## config.mk

```make
export PLATFORM = sky130hd
export DESIGN_NAME = amc_top
export DESIGN_NICKNAME = d
export VERILOG_FILES = /design/src/amc_pkg.sv /design/src/amc_sel_decode.sv /design/src/amc_top.sv
export VERILOG_INCLUDE_DIRS = /design/src /design/src/src
export SDC_FILE = /design/constraint.sdc
export NUM_CORES = 1
export LEC_CHECK = 0
export BUFFER_PORTS_ARGS = -buffer_cell sky130_fd_sc_hd__buf_4
export CAP_MARGIN = 20
export CORE_MARGIN = 4
export CORE_UTILIZATION = 65
export CTS_BUF_LIST = sky130_fd_sc_hd__clkbuf_2 sky130_fd_sc_hd__clkbuf_4 sky130_fd_sc_hd__clkbuf_8
export DETAILED_ROUTE_END_ITERATION = 7
export PLACE_DENSITY = 0.95
export SLEW_MARGIN = 20
export SYNTH_ARGS = -nofsm -noshare
export SYNTH_HDL_FRONTEND = slang
export SYNTH_SLANG_ARGS = --single-unit
```

## constraint.sdc

```tcl
create_clock -name clk -period 3.1 [get_ports clk]
set_input_delay 0.155 -clock clk [delete_from_list [all_inputs] [get_ports clk]]
set_output_delay 0.155 -clock clk [all_outputs]
set_load 0.005 [all_outputs]
```

## src/amc_map.svh

```systemverilog
// register offsets, field positions, reset values and timing counts of the converter control
`ifndef AMC_MAP_SVH
`define AMC_MAP_SVH

`define AMC_OFS_CTRL     8'hb8
`define AMC_OFS_REF      8'hb9
`define AMC_OFS_PAIR     8'hba
`define AMC_OFS_CHAN     8'hbb
`define AMC_OFS_RES_HI   8'hbc
`define AMC_OFS_RES_LO   8'hbd
`define AMC_OFS_WIN_HI   8'hbe
`define AMC_OFS_WIN_LO   8'hbf

`define AMC_CTRL_EN_BIT    0
`define AMC_CTRL_START_BIT 1
`define AMC_CTRL_DONE_BIT  2
`define AMC_CTRL_WIN_BIT   3
`define AMC_CTRL_GAIN_LSB  4
`define AMC_CTRL_GAIN_MSB  6
`define AMC_REF_BIAS_BIT   0

`define AMC_RST_EN       1'b0
`define AMC_RST_BIAS     1'b0
`define AMC_RST_GAIN     3'h0
`define AMC_RST_PAIR     4'h0
`define AMC_RST_CHAN     4'h0
`define AMC_RST_WIN_HI   8'hff
`define AMC_RST_WIN_LO   8'h00
`define AMC_RST_RESULT   10'h000
`define AMC_DAC_MID      10'h200

`define AMC_CLK_NS       10
`define AMC_MIN_CONV_NS  10000
`define AMC_TRACK_CLKS   3
`define AMC_RES_BITS     10
`define AMC_SAR_CLKS     (`AMC_TRACK_CLKS + `AMC_RES_BITS)
`define AMC_CONV_CYCLES  ((`AMC_MIN_CONV_NS + `AMC_CLK_NS - 1) / `AMC_CLK_NS)
`define AMC_BIT_CYCLES   ((`AMC_CONV_CYCLES + `AMC_SAR_CLKS - 1) / `AMC_SAR_CLKS)

`endif

```

## src/amc_pkg.sv

```systemverilog
// types shared by the converter control files
package amc_pkg;

  typedef enum logic [1:0] {
    SAR_IDLE,
    SAR_TRACK,
    SAR_CONVERT
  } amc_sar_state_e;

  typedef struct packed {
    logic       tempSel;
    logic       diff;
    logic [2:0] posCh;
    logic [2:0] negCh;
  } amc_mux_sel_s;

  typedef struct packed {
    logic [7:0] addr;
    logic [7:0] wdata;
    logic       wr;
    logic       rd;
  } amc_bus_req_s;

  function automatic logic amc_hit(input logic [7:0] addr, input logic [7:0] ofs);
    amc_hit = (addr == ofs);
  endfunction

endpackage

```

## src/amc_sel_decode.sv

```systemverilog
// decodes channel select code and pair configuration into a selector setting
`timescale 1ns/1ps

module amc_sel_decode (
  input  wire logic [3:0]           selCode,
  input  wire logic [3:0]           pairCfg,
  output amc_pkg::amc_mux_sel_s     muxSel
);

  logic [1:0] pairIdx;

  always_comb begin
    pairIdx = selCode[2:1];
    muxSel  = '0;
    if (selCode[3]) begin
      muxSel.tempSel = 1'b1;
    end else if (pairCfg[pairIdx]) begin
      // either member of a differential pair names the pair
      muxSel.diff  = 1'b1;
      muxSel.posCh = {pairIdx, 1'b0};
      muxSel.negCh = {pairIdx, 1'b1};
    end else begin
      muxSel.posCh = selCode[2:0];
    end
  end

endmodule

```

## src/amc_top.sv

```systemverilog
// control of the successive-approximation converter and its nine-channel input selector
//
// Behaviour
// - converter, hold stage, amplifier powered only when enabled
// - disabled means shutdown and no conversions
// - nine channels, eight external inputs
// - ninth channel is the temperature sensor
// - each pair single-ended or differential, live
// - reset makes every pair single-ended
// - ten-bit successive approximation, window detector, 100ksps
// - everything set through software registers
// - pair bits 0..3, lower input positive
// - codes 0..7 external, top bit temperature
// - differential results are two's complement
`timescale 1ns/1ps
`include "amc_map.svh"

module amc_top #(
  parameter int BIT_CYCLES = `AMC_BIT_CYCLES,
  parameter int RES_BITS   = `AMC_RES_BITS
) (
  input  wire logic                  clk,
  input  wire logic                  rst_n,
  input  wire logic [7:0]            regAddr,
  input  wire logic [7:0]            regWdata,
  input  wire logic                  regWr,
  input  wire logic                  regRd,
  output logic      [7:0]            regRdata,
  input  wire logic                  compIn,
  output logic                       converterPower,
  output logic                       trackHoldPower,
  output logic                       gainAmpPower,
  output logic                       biasOn,
  output logic                       trackOn,
  output logic                       convBusy,
  output logic      [RES_BITS-1:0]   dacCode,
  output logic      [2:0]            gainSel,
  output amc_pkg::amc_mux_sel_s      muxSel
);

  localparam int CNT_W = $clog2(BIT_CYCLES * `AMC_TRACK_CLKS + 1);
  localparam logic [CNT_W-1:0] BIT_LAST   = CNT_W'(BIT_CYCLES - 1);
  localparam logic [CNT_W-1:0] TRACK_LAST = CNT_W'(BIT_CYCLES * `AMC_TRACK_CLKS - 1);

  amc_pkg::amc_bus_req_s req;

  // software-visible state
  logic                   enable_reg,  enable_next;
  logic                   bias_reg,    bias_next;
  logic [2:0]             gain_reg,    gain_next;
  logic [3:0]             pair_reg,    pair_next;
  logic [3:0]             chan_reg,    chan_next;
  logic [7:0]             winHi_reg,   winHi_next;
  logic [7:0]             winLo_reg,   winLo_next;
  logic                   done_reg,    done_next;
  logic                   winFlag_reg, winFlag_next;
  logic [RES_BITS-1:0]    result_reg,  result_next;
  logic                   resDiff_reg, resDiff_next;
  logic [7:0]             rdata_reg,   rdata_next;

  // sequencer state
  amc_pkg::amc_sar_state_e state_reg, state_next;
  logic [CNT_W-1:0]        cnt_reg,   cnt_next;
  logic [3:0]              bitIdx_reg, bitIdx_next;
  logic [RES_BITS-1:0]     dac_reg,   dac_next;
  logic                    convDiff_reg, convDiff_next;
  amc_pkg::amc_mux_sel_s   sel_reg,   sel_next;

  logic                    startReq;
  logic                    convDone;
  logic [RES_BITS-1:0]     finalCode;
  logic [RES_BITS-1:0]     formatted;
  logic                    winHit;
  amc_pkg::amc_mux_sel_s   selDecoded;
  logic                    ctrlWr;
  logic                    enNow;
  logic                    biasNow;
  logic                    powerOk;

  assign req.addr  = regAddr;
  assign req.wdata = regWdata;
  assign req.wr    = regWr;
  assign req.rd    = regRd;

  amc_sel_decode u_decode (
    .selCode (chan_reg),
    .pairCfg (pair_reg),
    .muxSel  (selDecoded)
  );

  // register writes and sticky flags
  always_comb begin
    enable_next  = enable_reg;
    bias_next    = bias_reg;
    gain_next    = gain_reg;
    pair_next    = pair_reg;
    chan_next    = chan_reg;
    winHi_next   = winHi_reg;
    winLo_next   = winLo_reg;
    done_next    = done_reg;
    winFlag_next = winFlag_reg;
    result_next  = result_reg;
    resDiff_next = resDiff_reg;
    ctrlWr       = req.wr && amc_pkg::amc_hit(req.addr, `AMC_OFS_CTRL);
    if (ctrlWr) begin
      enable_next = req.wdata[`AMC_CTRL_EN_BIT];
      gain_next   = req.wdata[`AMC_CTRL_GAIN_MSB:`AMC_CTRL_GAIN_LSB];
      // write one clears a flag
      if (req.wdata[`AMC_CTRL_DONE_BIT]) begin
        done_next = 1'b0;
      end
      if (req.wdata[`AMC_CTRL_WIN_BIT]) begin
        winFlag_next = 1'b0;
      end
    end
    if (req.wr && amc_pkg::amc_hit(req.addr, `AMC_OFS_REF)) begin
      bias_next = req.wdata[`AMC_REF_BIAS_BIT];
    end
    if (req.wr && amc_pkg::amc_hit(req.addr, `AMC_OFS_PAIR)) begin
      pair_next = req.wdata[3:0];
    end
    if (req.wr && amc_pkg::amc_hit(req.addr, `AMC_OFS_CHAN)) begin
      chan_next = req.wdata[3:0];
    end
    if (req.wr && amc_pkg::amc_hit(req.addr, `AMC_OFS_WIN_HI)) begin
      winHi_next = req.wdata;
    end
    if (req.wr && amc_pkg::amc_hit(req.addr, `AMC_OFS_WIN_LO)) begin
      winLo_next = req.wdata;
    end
    // completion comes after the clear so a coincident event is kept
    if (convDone) begin
      result_next  = formatted;
      resDiff_next = convDiff_reg;
      done_next    = 1'b1;
      if (winHit) begin
        winFlag_next = 1'b1;
      end
    end
  end

  always_ff @(posedge clk) begin
    if (!rst_n) begin
      enable_reg  <= `AMC_RST_EN;
      bias_reg    <= `AMC_RST_BIAS;
      gain_reg    <= `AMC_RST_GAIN;
      pair_reg    <= `AMC_RST_PAIR;
      chan_reg    <= `AMC_RST_CHAN;
      winHi_reg   <= `AMC_RST_WIN_HI;
      winLo_reg   <= `AMC_RST_WIN_LO;
      done_reg    <= 1'b0;
      winFlag_reg <= 1'b0;
      result_reg  <= `AMC_RST_RESULT;
      resDiff_reg <= 1'b0;
    end else begin
      enable_reg  <= enable_next;
      bias_reg    <= bias_next;
      gain_reg    <= gain_next;
      pair_reg    <= pair_next;
      chan_reg    <= chan_next;
      winHi_reg   <= winHi_next;
      winLo_reg   <= winLo_next;
      done_reg    <= done_next;
      winFlag_reg <= winFlag_next;
      result_reg  <= result_next;
      resDiff_reg <= resDiff_next;
    end
  end

  // start needs the enable of this very write and a biased converter
  assign startReq = ctrlWr && req.wdata[`AMC_CTRL_START_BIT] && req.wdata[`AMC_CTRL_EN_BIT]
                    && bias_reg && (state_reg == amc_pkg::SAR_IDLE);

  // enable and bias as they stand after this edge: a clearing write stops at once,
  // and a start that sets the enable in the same write is not taken for an abort
  assign enNow   = (req.wr && amc_pkg::amc_hit(req.addr, `AMC_OFS_CTRL))
                   ? req.wdata[`AMC_CTRL_EN_BIT] : enable_reg;
  assign biasNow = (req.wr && amc_pkg::amc_hit(req.addr, `AMC_OFS_REF))
                   ? req.wdata[`AMC_REF_BIAS_BIT] : bias_reg;
  assign powerOk = enNow && biasNow;

  // final bit decision folded in combinationally so the result lands with done
  always_comb begin
    finalCode = dac_reg;
    if (!compIn) begin
      finalCode[0] = 1'b0;
    end
  end

  // offset binary from the array becomes two's complement by flipping the top bit
  assign formatted = convDiff_reg ? {~finalCode[RES_BITS-1], finalCode[RES_BITS-2:0]}
                                  : finalCode;
  // window compares the upper eight bits as unsigned codes
  assign winHit = (formatted[RES_BITS-1 -: 8] >= winLo_reg)
                  && (formatted[RES_BITS-1 -: 8] <= winHi_reg);
  assign convDone = (state_reg == amc_pkg::SAR_CONVERT) && powerOk
                    && (cnt_reg == BIT_LAST) && (bitIdx_reg == 4'h0);

  // successive-approximation sequencer
  always_comb begin
    state_next    = state_reg;
    cnt_next      = cnt_reg;
    bitIdx_next   = bitIdx_reg;
    dac_next      = dac_reg;
    convDiff_next = convDiff_reg;
    sel_next      = selDecoded;
    case (state_reg)
      amc_pkg::SAR_IDLE: begin
        cnt_next = '0;
        if (startReq) begin
          convDiff_next = selDecoded.diff;
          state_next    = amc_pkg::SAR_TRACK;
        end
      end
      amc_pkg::SAR_TRACK: begin
        cnt_next = cnt_reg + 1'b1;
        if (cnt_reg == TRACK_LAST) begin
          cnt_next    = '0;
          bitIdx_next = 4'(RES_BITS - 1);
          dac_next    = `AMC_DAC_MID;
          state_next  = amc_pkg::SAR_CONVERT;
        end
      end
      amc_pkg::SAR_CONVERT: begin
        cnt_next = cnt_reg + 1'b1;
        if (cnt_reg == BIT_LAST) begin
          cnt_next = '0;
          if (!compIn) begin
            dac_next[bitIdx_reg] = 1'b0;
          end
          if (bitIdx_reg == 4'h0) begin
            state_next = amc_pkg::SAR_IDLE;
          end else begin
            bitIdx_next             = bitIdx_reg - 1'b1;
            dac_next[bitIdx_reg - 1'b1] = 1'b1;
          end
        end
      end
      default: begin
        state_next = amc_pkg::SAR_IDLE;
      end
    endcase
    // losing enable or bias aborts at once; no partial result is stored
    if (!powerOk) begin
      state_next = amc_pkg::SAR_IDLE;
      cnt_next   = '0;
      dac_next   = '0;
    end
  end

  always_ff @(posedge clk) begin
    if (!rst_n) begin
      state_reg    <= amc_pkg::SAR_IDLE;
      cnt_reg      <= '0;
      bitIdx_reg   <= 4'h0;
      dac_reg      <= '0;
      convDiff_reg <= 1'b0;
      sel_reg      <= '0;
    end else begin
      state_reg    <= state_next;
      cnt_reg      <= cnt_next;
      bitIdx_reg   <= bitIdx_next;
      dac_reg      <= dac_next;
      convDiff_reg <= convDiff_next;
      sel_reg      <= sel_next;
    end
  end

  // read port, data one cycle after the strobe
  always_comb begin
    rdata_next = 8'h00;
    if (req.rd) begin
      case (req.addr)
        `AMC_OFS_CTRL: begin
          rdata_next[`AMC_CTRL_EN_BIT]                        = enable_reg;
          rdata_next[`AMC_CTRL_START_BIT]                     = convBusy;
          rdata_next[`AMC_CTRL_DONE_BIT]                      = done_reg;
          rdata_next[`AMC_CTRL_WIN_BIT]                       = winFlag_reg;
          rdata_next[`AMC_CTRL_GAIN_MSB:`AMC_CTRL_GAIN_LSB]   = gain_reg;
        end
        `AMC_OFS_REF: begin
          rdata_next[`AMC_REF_BIAS_BIT] = bias_reg;
        end
        `AMC_OFS_PAIR: begin
          rdata_next = {4'h0, pair_reg};
        end
        `AMC_OFS_CHAN: begin
          rdata_next = {4'h0, chan_reg};
        end
        `AMC_OFS_RES_HI: begin
          rdata_next = {{6{result_reg[RES_BITS-1] & resDiff_reg}},
                        result_reg[RES_BITS-1 -: 2]};
        end
        `AMC_OFS_RES_LO: begin
          rdata_next = result_reg[7:0];
        end
        `AMC_OFS_WIN_HI: begin
          rdata_next = winHi_reg;
        end
        `AMC_OFS_WIN_LO: begin
          rdata_next = winLo_reg;
        end
        default: begin
          rdata_next = 8'h00;
        end
      endcase
    end
  end

  always_ff @(posedge clk) begin
    if (!rst_n) begin
      rdata_reg <= 8'h00;
    end else begin
      rdata_reg <= rdata_next;
    end
  end

  assign regRdata       = rdata_reg;
  assign converterPower = enable_reg;
  assign trackHoldPower = enable_reg;
  assign gainAmpPower   = enable_reg;
  assign biasOn         = bias_reg;
  assign trackOn        = (state_reg == amc_pkg::SAR_TRACK);
  assign convBusy       = (state_reg != amc_pkg::SAR_IDLE);
  assign dacCode        = dac_reg;
  assign gainSel        = gain_reg;
  assign muxSel         = sel_reg;

endmodule

```

==> flow_summary.yaml <==
final_layout:
  fillCellCount: 470
  n_antenna_cell: 0
  fin_cells: 644
  final_area_um2: 5126
  final_nets: 592
  synthToLayoutAreaGrowth_pct: 12.09
  drive_above_1_share_pct: 16.97
synthesis:
  synth_edf_count: 0
  synth_nets: 560
  synth-seq-cells: 83
  yosys_warnings: 0
  yosysSeqAreaShare_pct: 36.33
  ys.flop_type: "dfxtp_1"
  syn_area_per_cell_um2: 8.949
  ys_async_sr_fraction_pct: 0
  syn-cell-area_um2: 4573
  postSynthCellCount: 511
  ys_types: 63
timing:
  layout_min_cycle_time_ns: 2.249
  finalSetupViolCount: 0
  fin_skew_ns: 0.008315
  worst_slack_ns: 0.8506
  maxSlewViolCount: 0
  worstMarginPinSlew_ns: 0.6699
  rsz0062_at_grt: "false"
  max_slew_margin_pct: 55.21
  post-route-period-util_pct: 72.56
  fin_tns_setup_ns: 0
  final_hold_viol_count: 0
  max_freq_mhz: 444.6
critical_path:
  cp-end-kind: "flop"
  crit_cells: 7
  cp_max_fo: 14
  timing.rr.end: "result_reg[1]$_SDFFE_PN0P_"
  crit_end: "result_reg[1]$_SDFFE_PN0P_"
  cp_top_family: "buffers and inverters"
  startpoint: "bitIdx_reg[0]$_SDFFE_PN0P_"
  r2r_cells: 7
  cp.arrival_ns: 2.49
  required_ns: 3.35
  cpMaxStageDelayCell: "dfxtp_1"
  crit_path_start_kind: "flop"
  path_buf_inv: 2
  critPathKind: "reg -> reg"
  r2r_slack_ns: 0.85
  timing.rr.start: "bitIdx_reg[0]$_SDFFE_PN0P_"
  slowest_delay_ns: 0.40
  path_cells: "inv_1 > ha_1 > nand2_1 > a2111oi_4 > buf_4 > mux2i_1 > nor2b_1"
drt:
  viasPerCell: 6.154
  wl_per_cell_um: 17.13
  drc: 0
  drtIter0Drc: 295
  wl_um: 11030
  final_antenna_net_count: 0
  drt_first_pass_iters: 5
  num_vias: 3963
placed_design:
  globalplace.congestion: 0.9303
  hpwl_um: 7856
  place_area_um2: 4925
  dp_cells: 628
  pre_cts_slack_ns: 0.9469
  port_buffers: 55
power_and_ir_drop:
  irDropWorstVdd_mv: 0.2373
  p_leak_nw: 2.125
  power_density_nw_per_um2: 378.5
  design_power_total_mw: 1.940
cts:
  clkLatencyLatePin_ns: 0.36
  cts_max_level: 3
  cts_hold_buf: 0
  ctsResizeCount: 0
  post-cts-setup-buffer-count: 0
  clockBufferDepth: 2
  cts_root_buffer: "clkbuf_8"
  clkTransAtPathRegs_ns: 0.09
  cts_buffers: 9
  cts_sinks: 83
  cts_tree: "built"
floorplan:
  rows: 30
  num_io_pins: 56
  fp.dieArea_um2: 8442
  fp.dieW_um: 91.88
  core_um2: 6832
  fp.dieH_um: 91.88
  start_util_pct: 66.94
global_route:
  first_global_vias: 3773
  grt_remaining_overflow: 0
  grt_pass1_wl_um: 18080
  grt_max_degree: 54
  antenna_found_initial: 0
  grt_usage_pct: 26.76
flow_run:
  cap_violations: 0
run_status:
  status: "completed"
hold_path:
  hold_path.class: "in -> reg"
[how the worst min path moves through the flow]
stage	endpoint	startpoint	slack, ns	depth (start not counted)
detailed placement	winHi_reg[7]$_SDFFE_PN1P_	regWdata[7]	0.41	3
finish	winHi_reg[4]$_SDFFE_PN1P_	regWdata[4]	0.04	3
CTS	winHi_reg[7]$_SDFFE_PN1P_	regWdata[7]	0.03	3
global route	winHi_reg[4]$_SDFFE_PN1P_	regWdata[4]	0.03	3
floorplan	winHi_reg[1]$_SDFFE_PN1P_	regWdata[1]	0.29	2
global placement	winHi_reg[7]$_SDFFE_PN1P_	regWdata[7]	0.39	3
[cells by family (layout without fill, tap and decap cells)]
family	count (synthesis)	in the layout	synth area share, %
AO/OA/AOI/OAI	106	106	15.10
XOR/XNOR	6	6	1.149
adder cells (fa/ha/maj)	28	28	7.661
buffers and inverters	64	101	6.676
flip-flops	83	83	36.33
multiplexers	49	49	11.71
AND/OR/NAND/NOR	175	175	21.37
[synthesized netlist by cell type, types with 4 or more instances]
| master | n | area share [%] |
|---|---|---|
| dfxtp_1 | 83 | 36 |
| nor2b_1 | 44 | 6.0 |
| mux2i_1 | 40 | 8.8 |
| a21oi_1 | 36 | 3.9 |
| nand2_1 | 35 | 2.9 |
| ha_1 | 28 | 7.7 |
| inv_1 | 27 | 2.2 |
| nor2_1 | 27 | 2.2 |
| o21ai_0 | 23 | 2.5 |
| nand3_1 | 18 | 2.0 |
| clkbuf_1 | 15 | 1.2 |
| buf_4 | 11 | 1.8 |
| and2_1 | 9 | 1.2 |
| nand4_1 | 8 | 1.1 |
| o211ai_1 | 8 | 1.3 |
| a22oi_1 | 6 | 0.98 |
| buf_2 | 6 | 0.66 |
| mux2_2 | 6 | 1.5 |
| and3_1 | 5 | 0.68 |
| nor3_1 | 5 | 0.55 |
| xor2_1 | 5 | 0.96 |
| nand2b_1 | 4 | 0.55 |
| nand3b_1 | 4 | 0.66 |
[power by group]
group	switching, mW	internal [mW]
registers	0.000495	1.07
clock network	0.406	0.375
logic	0.0524	0.0405
[final cells by class]
| type | count | area (µm²) | share of cell area (%) |
|---|---|---|---|
| timing repair buffer | 58 | 435.4 | 8.494 |
| sequential | 83 | 1662 | 32.41 |
| clock inverter | 7 | 77.57 | 1.513 |
| tap | 96 | 120.1 | 2.343 |
| multi-input combinational | 364 | 2606 | 50.84 |
| inverter | 27 | 101.3 | 1.977 |
| clock buffer | 9 | 123.9 | 2.416 |
[cell usage in the layout (no fill, tap or decap), types with 2 or more instances in the layout]
master and n:
a211oi_1 2, a21boi_1 2, a21o_1 3, a21oi_1 36, a22oi_1 6, a31oi_1 2
and2_1 9, and3_1 5, buf_4 58, clkbuf_8 9, clkinvlp_4 4, dfxtp_1 83
ha_1 28, inv_1 27, mux2_2 6, mux2i_1 40, mux4_2 3, nand2_1 35
nand2b_1 4, nand3_1 18, nand3b_1 4, nand4_1 8, nand4b_1 3, nor2_1 27
nor2b_1 44, nor3_1 5, o211a_1 2, o211ai_1 8, o21a_1 3, o21ai_0 23
o22ai_1 3, or2_2 3, xor2_1 5
[through the flow]
step | hold WS [ns] | util, %
after floorplan | 0.2936 | -
after global placement | 0.3946 | 72.09
after detailed placement | 0.4065 | 72.09
after CTS | 0.03399 | 75.04
after global routing | 0.03313 | 75.04
final | 0.04176 | 75.04
[worst min-delay path: stages]
cell	delay, ns
buf_4	0.09
nand2_1	0.04
o211ai_1	0.08
[routing by layer]
layer	vias to the layer above	wire length [µm]	track usage (%)	part of all wire, %
met2	205	5313	43.43	48
met4	0	416	14.98	3.8
met5	-	0	0	0
li1	1854	-	-	-
met1	1867	4424	32.96	40
met3	37	875	5.660	7.9
Note: power is estimated with default switching activity, not from simulation.
